$ cat src/core/clr_pkg.sv
// package for the charger limit register slice: map, fields, resets, scales
package clr_pkg;
  // command codes of the word registers
  localparam logic [7:0] CLR_CMD_IIN_FORCE = 8'h22;
  localparam logic [7:0] CLR_CMD_REV_OUT_V = 8'h3B;
  localparam logic [7:0] CLR_CMD_VIN_FLOOR = 8'h3D;
  // field positions
  localparam int CLR_IIN_LSB = 8;
  localparam int CLR_IIN_W = 7;
  localparam int CLR_VIN_LSB = 6;
  localparam int CLR_VIN_W = 8;
  localparam int CLR_ROV_LSB = 2;
  localparam int CLR_ROV_W = 12;
  // reserved upper bit masks: a one there makes the write invalid
  localparam logic [15:0] CLR_IIN_RSV_HI = 16'h8000;
  localparam logic [15:0] CLR_VIN_RSV_HI = 16'hC000;
  localparam logic [15:0] CLR_ROV_RSV_HI = 16'hC000;
  // reset values
  localparam logic [11:0] CLR_ROV_RESET = 12'h000;
  localparam logic [7:0] CLR_VIN_RESET = 8'h00;
  // scales in mV / mA
  localparam logic [15:0] CLR_IIN_LSB_MA = 16'h0032;
  localparam logic [15:0] CLR_VIN_LSB_MV = 16'h0040;
  localparam logic [15:0] CLR_VIN_OFS_MV = 16'h0C80;
  localparam logic [7:0] CLR_VIN_DEF_BELOW = 8'h14;
  localparam logic [15:0] CLR_ROV_MSB_MV = 16'h4110;
  localparam logic [15:0] CLR_ROV_OFS_MV = 16'h0500;
  localparam logic [15:0] CLR_ROV_MIN_MV = 16'h0BB8;
  localparam logic [15:0] CLR_ROV_MAX_MV = 16'h5140;

  typedef struct packed {
    logic wr;
    logic rd;
    logic [7:0] cmd;
    logic [15:0] wdata;
  } clr_req_s;

  typedef enum logic [0:0] {
    CLR_ST_INIT = 1'b0,
    CLR_ST_RUN = 1'b1
  } clr_state_e;
endpackage : clr_pkg

$ cat src/core/clr_regs.sv
// word register slice: in-force current limit, input voltage floor, reverse output voltage
//
// Overview of operation
// RULE_01: in-force limit readable, 7 bits at 14:8
// RULE_02: readback follows host or optimizer limit in use
// RULE_03: code zero reads back as 50 mA
// RULE_04: reserved upper bits read zero; one rejects
// RULE_05: reserved low bits ignored on write
// RULE_06: host writes floor as one word
// RULE_07: floor is 8-bit field at 13:6, 64 mV
// RULE_08: floor adds fixed 3.2 V offset
// RULE_09: input below floor enters regulation mode
// RULE_10: after reset floor is bus minus 1.28 V
// RULE_11: reverse output voltage limited 3 V to 20.8 V
// RULE_12: out-of-range reverse voltage write discarded
// RULE_13: offset disable bit set means no offset
// RULE_14: offset disable clear adds 1.28 V
// RULE_15: reverse voltage 12-bit field at 13:2
// RULE_16: reverse voltage register resets to zero
// RULE_17: word read returns stored value, reserved zero
`timescale 1ns/1ps
module clr_regs (
  // clock and reset
  input wire logic clk,
  input wire logic rst_n,
  // word command port from the serial engine
  input wire clr_pkg::clr_req_s req,
  output logic ack_q,
  output logic invalid_q,
  output logic [15:0] rdata_q,
  // analog and neighbouring register side
  input wire logic [6:0] host_input_current_limit,
  input wire logic [6:0] optimizer_limit,
  input wire logic input_current_optimizer_active,
  input wire logic offset_disable_bit,
  input wire logic [7:0] vbus_noload_code,
  input wire logic vin_below_floor_pin,
  // settings toward the regulation loops
  output logic [6:0] iin_in_force_q,
  output logic [15:0] iin_in_force_ma_q,
  output logic [7:0] input_voltage_floor_q,
  output logic [15:0] floor_mv_q,
  output logic [11:0] reverse_output_voltage_q,
  output logic [15:0] rev_out_mv_q,
  output logic input_regulation_mode_q
);

  // target mV of a reverse output code; the top bit weighs 16656 mV
  function automatic logic [15:0] rov_mv(input logic [11:0] code, input logic no_ofs);
    logic [27:0] prod;
    logic [15:0] base;
    prod = 28'(code) * 28'(clr_pkg::CLR_ROV_MSB_MV);
    base = prod[26:11];
    rov_mv = no_ofs ? base : 16'(base + clr_pkg::CLR_ROV_OFS_MV);
  endfunction : rov_mv

  function automatic logic [15:0] vin_mv(input logic [7:0] code);
    logic [23:0] prod;
    prod = 24'(code) * 24'(clr_pkg::CLR_VIN_LSB_MV);
    vin_mv = 16'(prod[15:0] + clr_pkg::CLR_VIN_OFS_MV);
  endfunction : vin_mv

  // state
  clr_pkg::clr_state_e st_q, st_d;
  logic [7:0] vin_q, vin_d;
  logic [11:0] rov_q, rov_d;
  logic ack_d, invalid_d;
  logic [15:0] rdata_d;
  logic [6:0] iin_d;
  logic [15:0] iin_ma_d, floor_mv_d, rov_mv_d;
  logic [2:0] sync_q, sync_d;
  logic reg_d;
  logic [15:0] cand_mv;
  logic [11:0] wr_rov;
  logic [7:0] wr_vin;

  always_comb begin
    st_d = st_q;
    vin_d = vin_q;
    rov_d = rov_q;
    ack_d = req.wr | req.rd;
    invalid_d = 1'b0;
    rdata_d = rdata_q;
    wr_rov = req.wdata[clr_pkg::CLR_ROV_LSB +: clr_pkg::CLR_ROV_W]; // [RULE_05] [RULE_15]
    wr_vin = req.wdata[clr_pkg::CLR_VIN_LSB +: clr_pkg::CLR_VIN_W]; // [RULE_05] [RULE_07]
    cand_mv = rov_mv(wr_rov, offset_disable_bit);
    if (st_q == clr_pkg::CLR_ST_INIT) begin
      // strap-like capture one edge after release, clamped at the code floor
      vin_d = (vbus_noload_code > clr_pkg::CLR_VIN_DEF_BELOW) ?
              8'(vbus_noload_code - clr_pkg::CLR_VIN_DEF_BELOW) : 8'h00; // [RULE_10]
      st_d = clr_pkg::CLR_ST_RUN;
    end
    if (req.wr) begin
      case (req.cmd)
        clr_pkg::CLR_CMD_VIN_FLOOR: begin
          if ((req.wdata & clr_pkg::CLR_VIN_RSV_HI) != 16'h0000) begin
            invalid_d = 1'b1; // [RULE_04]
          end else begin
            vin_d = wr_vin; // [RULE_06] [RULE_07]
          end
        end
        clr_pkg::CLR_CMD_REV_OUT_V: begin
          if ((req.wdata & clr_pkg::CLR_ROV_RSV_HI) != 16'h0000) begin
            invalid_d = 1'b1; // [RULE_04]
          end else if (cand_mv < clr_pkg::CLR_ROV_MIN_MV ||
                       cand_mv > clr_pkg::CLR_ROV_MAX_MV) begin
            invalid_d = 1'b1; // [RULE_11] [RULE_12]
          end else begin
            rov_d = wr_rov;
          end
        end
        // read-only and unmapped words drop the write
        default: invalid_d = 1'b1;
      endcase
    end
    if (req.rd) begin
      case (req.cmd)
        clr_pkg::CLR_CMD_IIN_FORCE: rdata_d = {1'b0, iin_in_force_q, 8'h00}; // [RULE_01] [RULE_04]
        clr_pkg::CLR_CMD_VIN_FLOOR: rdata_d = {2'b00, vin_q, 6'h00}; // [RULE_17]
        clr_pkg::CLR_CMD_REV_OUT_V: rdata_d = {2'b00, rov_q, 2'b00}; // [RULE_17]
        default: rdata_d = 16'h0000;
      endcase
    end
  end

  always_comb begin
    iin_d = input_current_optimizer_active ? optimizer_limit : host_input_current_limit; // [RULE_02]
    iin_ma_d = (iin_in_force_q == 7'h00) ? clr_pkg::CLR_IIN_LSB_MA :
               16'(22'(iin_in_force_q) * 22'(clr_pkg::CLR_IIN_LSB_MA)); // [RULE_03]
    floor_mv_d = vin_mv(vin_q); // [RULE_08]
    rov_mv_d = rov_mv(rov_q, offset_disable_bit); // [RULE_13] [RULE_14]
    // three stages; only stages two and three decide a change
    sync_d = {sync_q[1:0], vin_below_floor_pin};
    reg_d = (sync_q[2] == sync_q[1]) ? sync_q[2] : input_regulation_mode_q; // [RULE_09]
  end

  always_ff @(posedge clk or negedge rst_n) begin
    if (!rst_n) begin
      st_q <= clr_pkg::CLR_ST_INIT;
      vin_q <= clr_pkg::CLR_VIN_RESET;
      rov_q <= clr_pkg::CLR_ROV_RESET; // [RULE_16]
      ack_q <= 1'b0;
      invalid_q <= 1'b0;
      rdata_q <= 16'h0000;
      iin_in_force_q <= 7'h00;
      iin_in_force_ma_q <= 16'h0000;
      floor_mv_q <= 16'h0000;
      rev_out_mv_q <= 16'h0000;
      sync_q <= 3'h0;
      input_regulation_mode_q <= 1'b0;
    end else begin
      st_q <= st_d;
      vin_q <= vin_d;
      rov_q <= rov_d;
      ack_q <= ack_d;
      invalid_q <= invalid_d;
      rdata_q <= rdata_d;
      iin_in_force_q <= iin_d;
      iin_in_force_ma_q <= iin_ma_d;
      floor_mv_q <= floor_mv_d;
      rev_out_mv_q <= rov_mv_d;
      sync_q <= sync_d;
      input_regulation_mode_q <= reg_d;
    end
  end

  assign input_voltage_floor_q = vin_q;
  assign reverse_output_voltage_q = rov_q;

  AST_IIN_READ: assert property (@(posedge clk) disable iff (!rst_n) // [RULE_01]
    req.rd && req.cmd == clr_pkg::CLR_CMD_IIN_FORCE |=>
      rdata_q == {1'b0, $past(iin_in_force_q), 8'h00})
    else $error("in-force limit readback wrong");
  AST_IIN_SRC: assert property (@(posedge clk) disable iff (!rst_n) // [RULE_02]
    input_current_optimizer_active |=> iin_in_force_q == $past(optimizer_limit))
    else $error("optimizer limit not in force");
  AST_IIN_ZERO: assert property (@(posedge clk) disable iff (!rst_n) // [RULE_03]
    iin_in_force_q == 7'h00 |=> iin_in_force_ma_q == 16'h0032)
    else $error("code zero not reported as 50 mA");
  AST_RSV_HI: assert property (@(posedge clk) disable iff (!rst_n) // [RULE_04]
    req.wr && req.cmd == clr_pkg::CLR_CMD_VIN_FLOOR && req.wdata[15:14] != 2'b00
      |=> invalid_q && $stable(vin_q))
    else $error("reserved-bit write not rejected");
  AST_VIN_WR: assert property (@(posedge clk) disable iff (!rst_n) // [RULE_07]
    st_q == clr_pkg::CLR_ST_RUN && req.wr && req.cmd == clr_pkg::CLR_CMD_VIN_FLOOR
      && req.wdata[15:14] == 2'b00 |=> vin_q == $past(req.wdata[13:6]))
    else $error("floor write not stored");
  AST_VIN_MV: assert property (@(posedge clk) disable iff (!rst_n) // [RULE_08]
    vin_q == 8'h00 && $past(vin_q) == 8'h00 |=> floor_mv_q == 16'h0C80)
    else $error("floor offset wrong");
  AST_REG_MODE: assert property (@(posedge clk) disable iff (!rst_n) // [RULE_09]
    vin_below_floor_pin [*4] |=> input_regulation_mode_q)
    else $error("regulation mode not entered");
  AST_ROV_RANGE: assert property (@(posedge clk) disable iff (!rst_n) // [RULE_12]
    rov_q != $past(rov_q) |-> rov_mv($past(req.wdata[13:2]), $past(offset_disable_bit))
      >= 16'h0BB8 && rov_mv($past(req.wdata[13:2]), $past(offset_disable_bit)) <= 16'h5140)
    else $error("out-of-range reverse voltage accepted");
  AST_ROV_OFS: assert property (@(posedge clk) disable iff (!rst_n) // [RULE_14]
    !offset_disable_bit |=> rev_out_mv_q == 16'(int'($past(rov_q)) * 16656 / 2048 + 1280))
    else $error("reverse voltage offset wrong");
  AST_INIT: assert property (@(posedge clk) disable iff (!rst_n) // [RULE_10]
    st_q == clr_pkg::CLR_ST_INIT && !req.wr && vbus_noload_code > 8'h14
      |=> vin_q == 8'($past(vbus_noload_code) - 8'h14))
    else $error("post-reset floor not bus minus 1.28 V");
  AST_HOST_INPUT_CURRENT_LIMIT: assert property (@(posedge clk) disable iff (!rst_n) // [RULE_02]
    !input_current_optimizer_active |=> iin_in_force_q == $past(host_input_current_limit))
    else $error("host limit not in force");
  AST_ROV_KEEP: assert property (@(posedge clk) disable iff (!rst_n) // [RULE_12]
    req.wr && req.cmd == clr_pkg::CLR_CMD_REV_OUT_V && req.wdata[15:14] == 2'b00 &&
      (int'(req.wdata[13:2]) * 16656 / 2048 + (offset_disable_bit ? 0 : 1280) > 20800 ||
       int'(req.wdata[13:2]) * 16656 / 2048 + (offset_disable_bit ? 0 : 1280) < 3000)
      |=> invalid_q && $stable(rov_q))
    else $error("out-of-range reverse voltage not discarded");
  AST_ROV_NOOFS: assert property (@(posedge clk) disable iff (!rst_n) // [RULE_13]
    offset_disable_bit |=> rev_out_mv_q == 16'(int'($past(rov_q)) * 16656 / 2048))
    else $error("reverse voltage carries an offset");
  AST_ACK: assert property (@(posedge clk) disable iff (!rst_n) // [RULE_17]
    req.wr || req.rd |=> ack_q)
    else $error("word command not acknowledged");
  AST_RD_ROV: assert property (@(posedge clk) disable iff (!rst_n) // [RULE_17]
    req.rd && req.cmd == clr_pkg::CLR_CMD_REV_OUT_V |=> rdata_q == {2'b00, $past(rov_q), 2'b00})
    else $error("reverse voltage readback wrong");

endmodule : clr_regs
$ cat config.mk
export PLATFORM = sky130hd
export DESIGN_NAME = clr_regs
export DESIGN_NICKNAME = d
export VERILOG_FILES = /design/src/core/clr_pkg.sv /design/src/core/clr_regs.sv
export SDC_FILE = /design/constraint.sdc
export NUM_CORES = 1
export LEC_CHECK = 0
export ABC_AREA = 1
export BUFFER_PORTS_ARGS = -buffer_cell sky130_fd_sc_hd__buf_2
export CORE_ASPECT_RATIO = 1.5
export CORE_MARGIN = 5
export CORE_UTILIZATION = 30
export DETAILED_ROUTE_END_ITERATION = 8
export MAX_ROUTING_LAYER = met4
export PLACE_DENSITY = 0.57
export SLEW_MARGIN = 20
export SYNTH_ARGS = -nofsm -noshare
export SYNTH_HDL_FRONTEND = slang
export SYNTH_SLANG_ARGS = --single-unit
$ cat constraint.sdc
create_clock -name clk -period 6.2 [get_ports clk]
set_input_delay 0.93 -clock clk [delete_from_list [all_inputs] [get_ports clk]]
set_output_delay 0.93 -clock clk [all_outputs]
set_load 0.03 [all_outputs]
==> results.json <==
{
  "status": "complete, no violations",
  "synth.distinct_cells": 42,
  "die-area_sq_um": 25400,
  "cellInternalPower_mw": 1.10,
  "post-route-min-period_ns": 4.56,
  "cts_max_level": 3,
  "slew_headroom_pct": 46.2,
  "arrival_ns": 4.79,
  "postCtsSetupRepairBufs": 0,
  "dp_slack_ns": 1.29,
  "gp_congestion": 0.857,
  "io_buffers": 130,
  "totalWireLength_mm": 17.3,
  "timing.hold.ws_ns": 0.349,
  "crit_fanout": 24,
  "synthXorXnorAreaFrac_pct": 4.45,
  "area_growth_pct": 17.8,
  "nets": 1115,
  "p_per_area_nw_per_um2": 224,
  "rsz0062_at_grt": "false",
  "fin_area_sq_um": 7880,
  "dieHeight_um": 193,
  "async_flop_share_pct": 100,
  "clockPowerShare_pct": 29.3,
  "synth-edff-count": 0,
  "yosysWarnings": 0,
  "die_w_um": 132,
  "clock_latency_ns": 0.34,
  "drtIter0Drc": 204,
  "swShare_pct": 37.8,
  "drt-wirelength-per-cell_um": 14.2,
  "holdCritPathClass": "flip-flop to flip-flop",
  "tritoncts.num_buffers": 9,
  "yosysSeqAreaShare_pct": 31.4,
  "num_antenna_cells": 0,
  "cts_root_buf": "clkbuf_16",
  "core_area_sq_um": 22100,
  "period_share_pct": 73.6,
  "slew_viol_final": 0,
  "post_cts_resized": 0,
  "path_class": "primary input to flip-flop",
  "combPwrFrac_pct": 35.0,
  "via_per_inst": 4.65,
  "setup_viol": 0,
  "grt_pass1_wl_mm": 28.8,
  "critPathLaunchType": "primary input",
  "cts.sinks": 84,
  "p_leak_nw": 4.59,
  "synth-adder-area-share_pct": 23.7,
  "tightest_slew_ns": 0.806,
  "start_util_pct": 30.2,
  "ys_seq_elements": 84,
  "end_kind": "flip-flop",
  "synth-compound-area-share_pct": 9.73,
  "drive_gt1_share_pct": 21.1,
  "p_total_mw": 1.76,
  "cts_tree": "done",
  "syn-cell-area_sq_um": 6690,
  "clockBufferDepth": 2,
  "ir_drop_v": 0.000112,
  "fin_skew_ns": 0.0124,
  "ant_nets": 0,
  "synth_top_family_by_area": "adder cells",
  "ios": 147,
  "dp_hpwl_mm": 14.6,
  "fin_setup_tns_ns": 0,
  "synthCells": 807,
  "fin_ws_ns": 1.64,
  "syn_area_per_cell_sq_um": 8.29,
  "via_count": 5681,
  "grt_max_degree": 64,
  "drc": 0,
  "seq_power_share_pct": 35.7,
  "track_usage_pct": 14.4,
  "switching_power_mw": 0.667,
  "ctsHoldBuffers": 0,
  "place_area_sq_um": 7590,
  "synth-main-ff-cell": "dfrtp_1",
  "cap_viol_max_count": 0,
  "required_ns": 6.42,
  "drt_pre_antenna_iters": 5,
  "finalHoldViolCount": 0,
  "antenna_found_initial": 0,
  "path_clk_slew_ns": 0.06,
  "muxShareOfSynthArea_pct": 1.18,
  "fmax_mhz": 219,
  "grt_overflow": 0,
  "grt_pass1_vias": 5731,
  "rows": 67,
  "synth-simple-area-share_pct": 20.7
}
-- kinds of logic (layout without fill, tap and decap cells) --
family                   Yosys count  count (layout)
buffers and inverters            136             261
AND/OR/NAND/NOR                  317             317
XOR/XNOR                          34              34
adder cells (fa/ha/maj)          123             123
other                              2              15
flip-flops                        84              84
multiplexers                       7               7
AO/OA/AOI/OAI                    104             104
-- worst max-delay path: stages --
cell and delay, ns:
buf_2 0.15, ha_1 0.30, fa_1 0.46, ha_1 0.31, ha_1 0.38, nand2_1 0.14
inv_1 0.05, nand2_1 0.09, nand2_1 0.06, nand2_1 0.07, nand3_1 0.07, nand2_1 0.12
nand2_2 0.08, ha_1 0.22, nor2_1 0.13, inv_1 0.06, nand3_1 0.07, nand2_1 0.09
nor2_1 0.11, nand3_1 0.10, nand2_1 0.07, nand2_1 0.06, nand2_2 0.09, nand4_4 0.33
nand2_1 0.20, o21ai_2 0.06
-- Yosys cell counts, types with 4 or more instances --
cell        n  area share, %
nand4_1    12            1.1
nor2_1     58            3.3
inv_1     110            6.2
clkbuf_1    6           0.34
xor2_1     28            3.7
fa_1        6            1.8
nand2_1   168            9.4
o21ai_0    24            1.8
dfrtp_1    84             31
xnor2_1     6           0.79
nor3_1     11           0.82
a31oi_1     4           0.37
buf_4      15            1.7
mux2_2      7            1.2
nor2_2      5           0.47
a21oi_1    33            2.5
nand3_1    39            2.9
o21ai_1     5           0.37
or2_2       5           0.47
o21ai_2    12            1.6
a221oi_1    6           0.79
ha_1      116             22
nand2_2    13            1.2
-- layout make-up --
class	instances	area [sq um]
fillers	2333	14300
multi-input cells	600	4050
flip-flops and latches	84	2100
repair buffers	132	668
inverters	113	424
well taps	276	345
clock buffers	12	256
clock inverters	4	31.3
-- final timing paths --
check | from | endpoint | slack, ns | depth (start not counted)
setup / recovery | req[9] | reverse_output_voltage_q[7] | 1.64 | 26
hold / removal | sync_q[0] | sync_q[1] | 0.35 | 0
setup reg to reg | reverse_output_voltage_q[7] | rev_out_mv_q[14] | 2.14 | 16
hold reg to reg | sync_q[0] | sync_q[1] | 0.35 | 0
max in group asynchronous | rst_n | iin_in_force_ma_q[6] | 4.62 | 2
min in group asynchronous | rst_n | rev_out_mv_q[9] | 0.47 | 1
-- sequential cells by signal, summed over array words and instances (netlist names) --
signal,flops
sync_q,3
iin_in_force_ma_q,12
input_voltage_floor_q,8
invalid_q,1
floor_mv_q,9
ack_q,1
rev_out_mv_q,16
iin_in_force_q,7
st_q,1
input_regulation_mode_q,1
reverse_output_voltage_q,12
rdata_q,13
-- per-layer routing --
layer  wire length [um]  share of wire (%)  track usage (%)  vias up
met3                756                4.4             2.19       19
met5                  0                  0                -        -
met1               7070                 41             16.0     2628
met4                361                2.1             5.03        0
met2               9150                 53             26.0      134
li1                   -                  -                -     2900
-- stage by stage --
step                std cells  util, %
finish                   1221     35.6
CTS                      1221     35.6
global route             1221     35.6
floorplan                 820        -
detailed placement       1205     34.3
global placement         1205     34.3
-- power groups by stage --
stage | sequential (mW) | clock, mW | combinational, mW
floorplan | 0.738 | 0 | 0.353
global placement | 0.641 | 0 | 0.615
detailed placement | 0.642 | 0 | 0.625
CTS | 0.632 | 0.535 | 0.628
global route | 0.636 | 0.554 | 0.699
finish | 0.630 | 0.518 | 0.617
-- cell usage in the layout, fill, tap and decap left out, types with 7 or more instances in the layout --
master / count
mux2_2: 7
nand4_1: 12
inv_1: 110
ha_1: 116
nor3_1: 11
dfrtp_1: 84
nor2_1: 58
o21ai_2: 12
a21oi_1: 33
buf_2: 129
conb_1: 15
nand2_1: 168
clkbuf_16: 9
xor2_1: 28
nand3_1: 39
o21ai_0: 24
nand2_2: 13
Note: power is estimated with default switching activity, not from simulation.
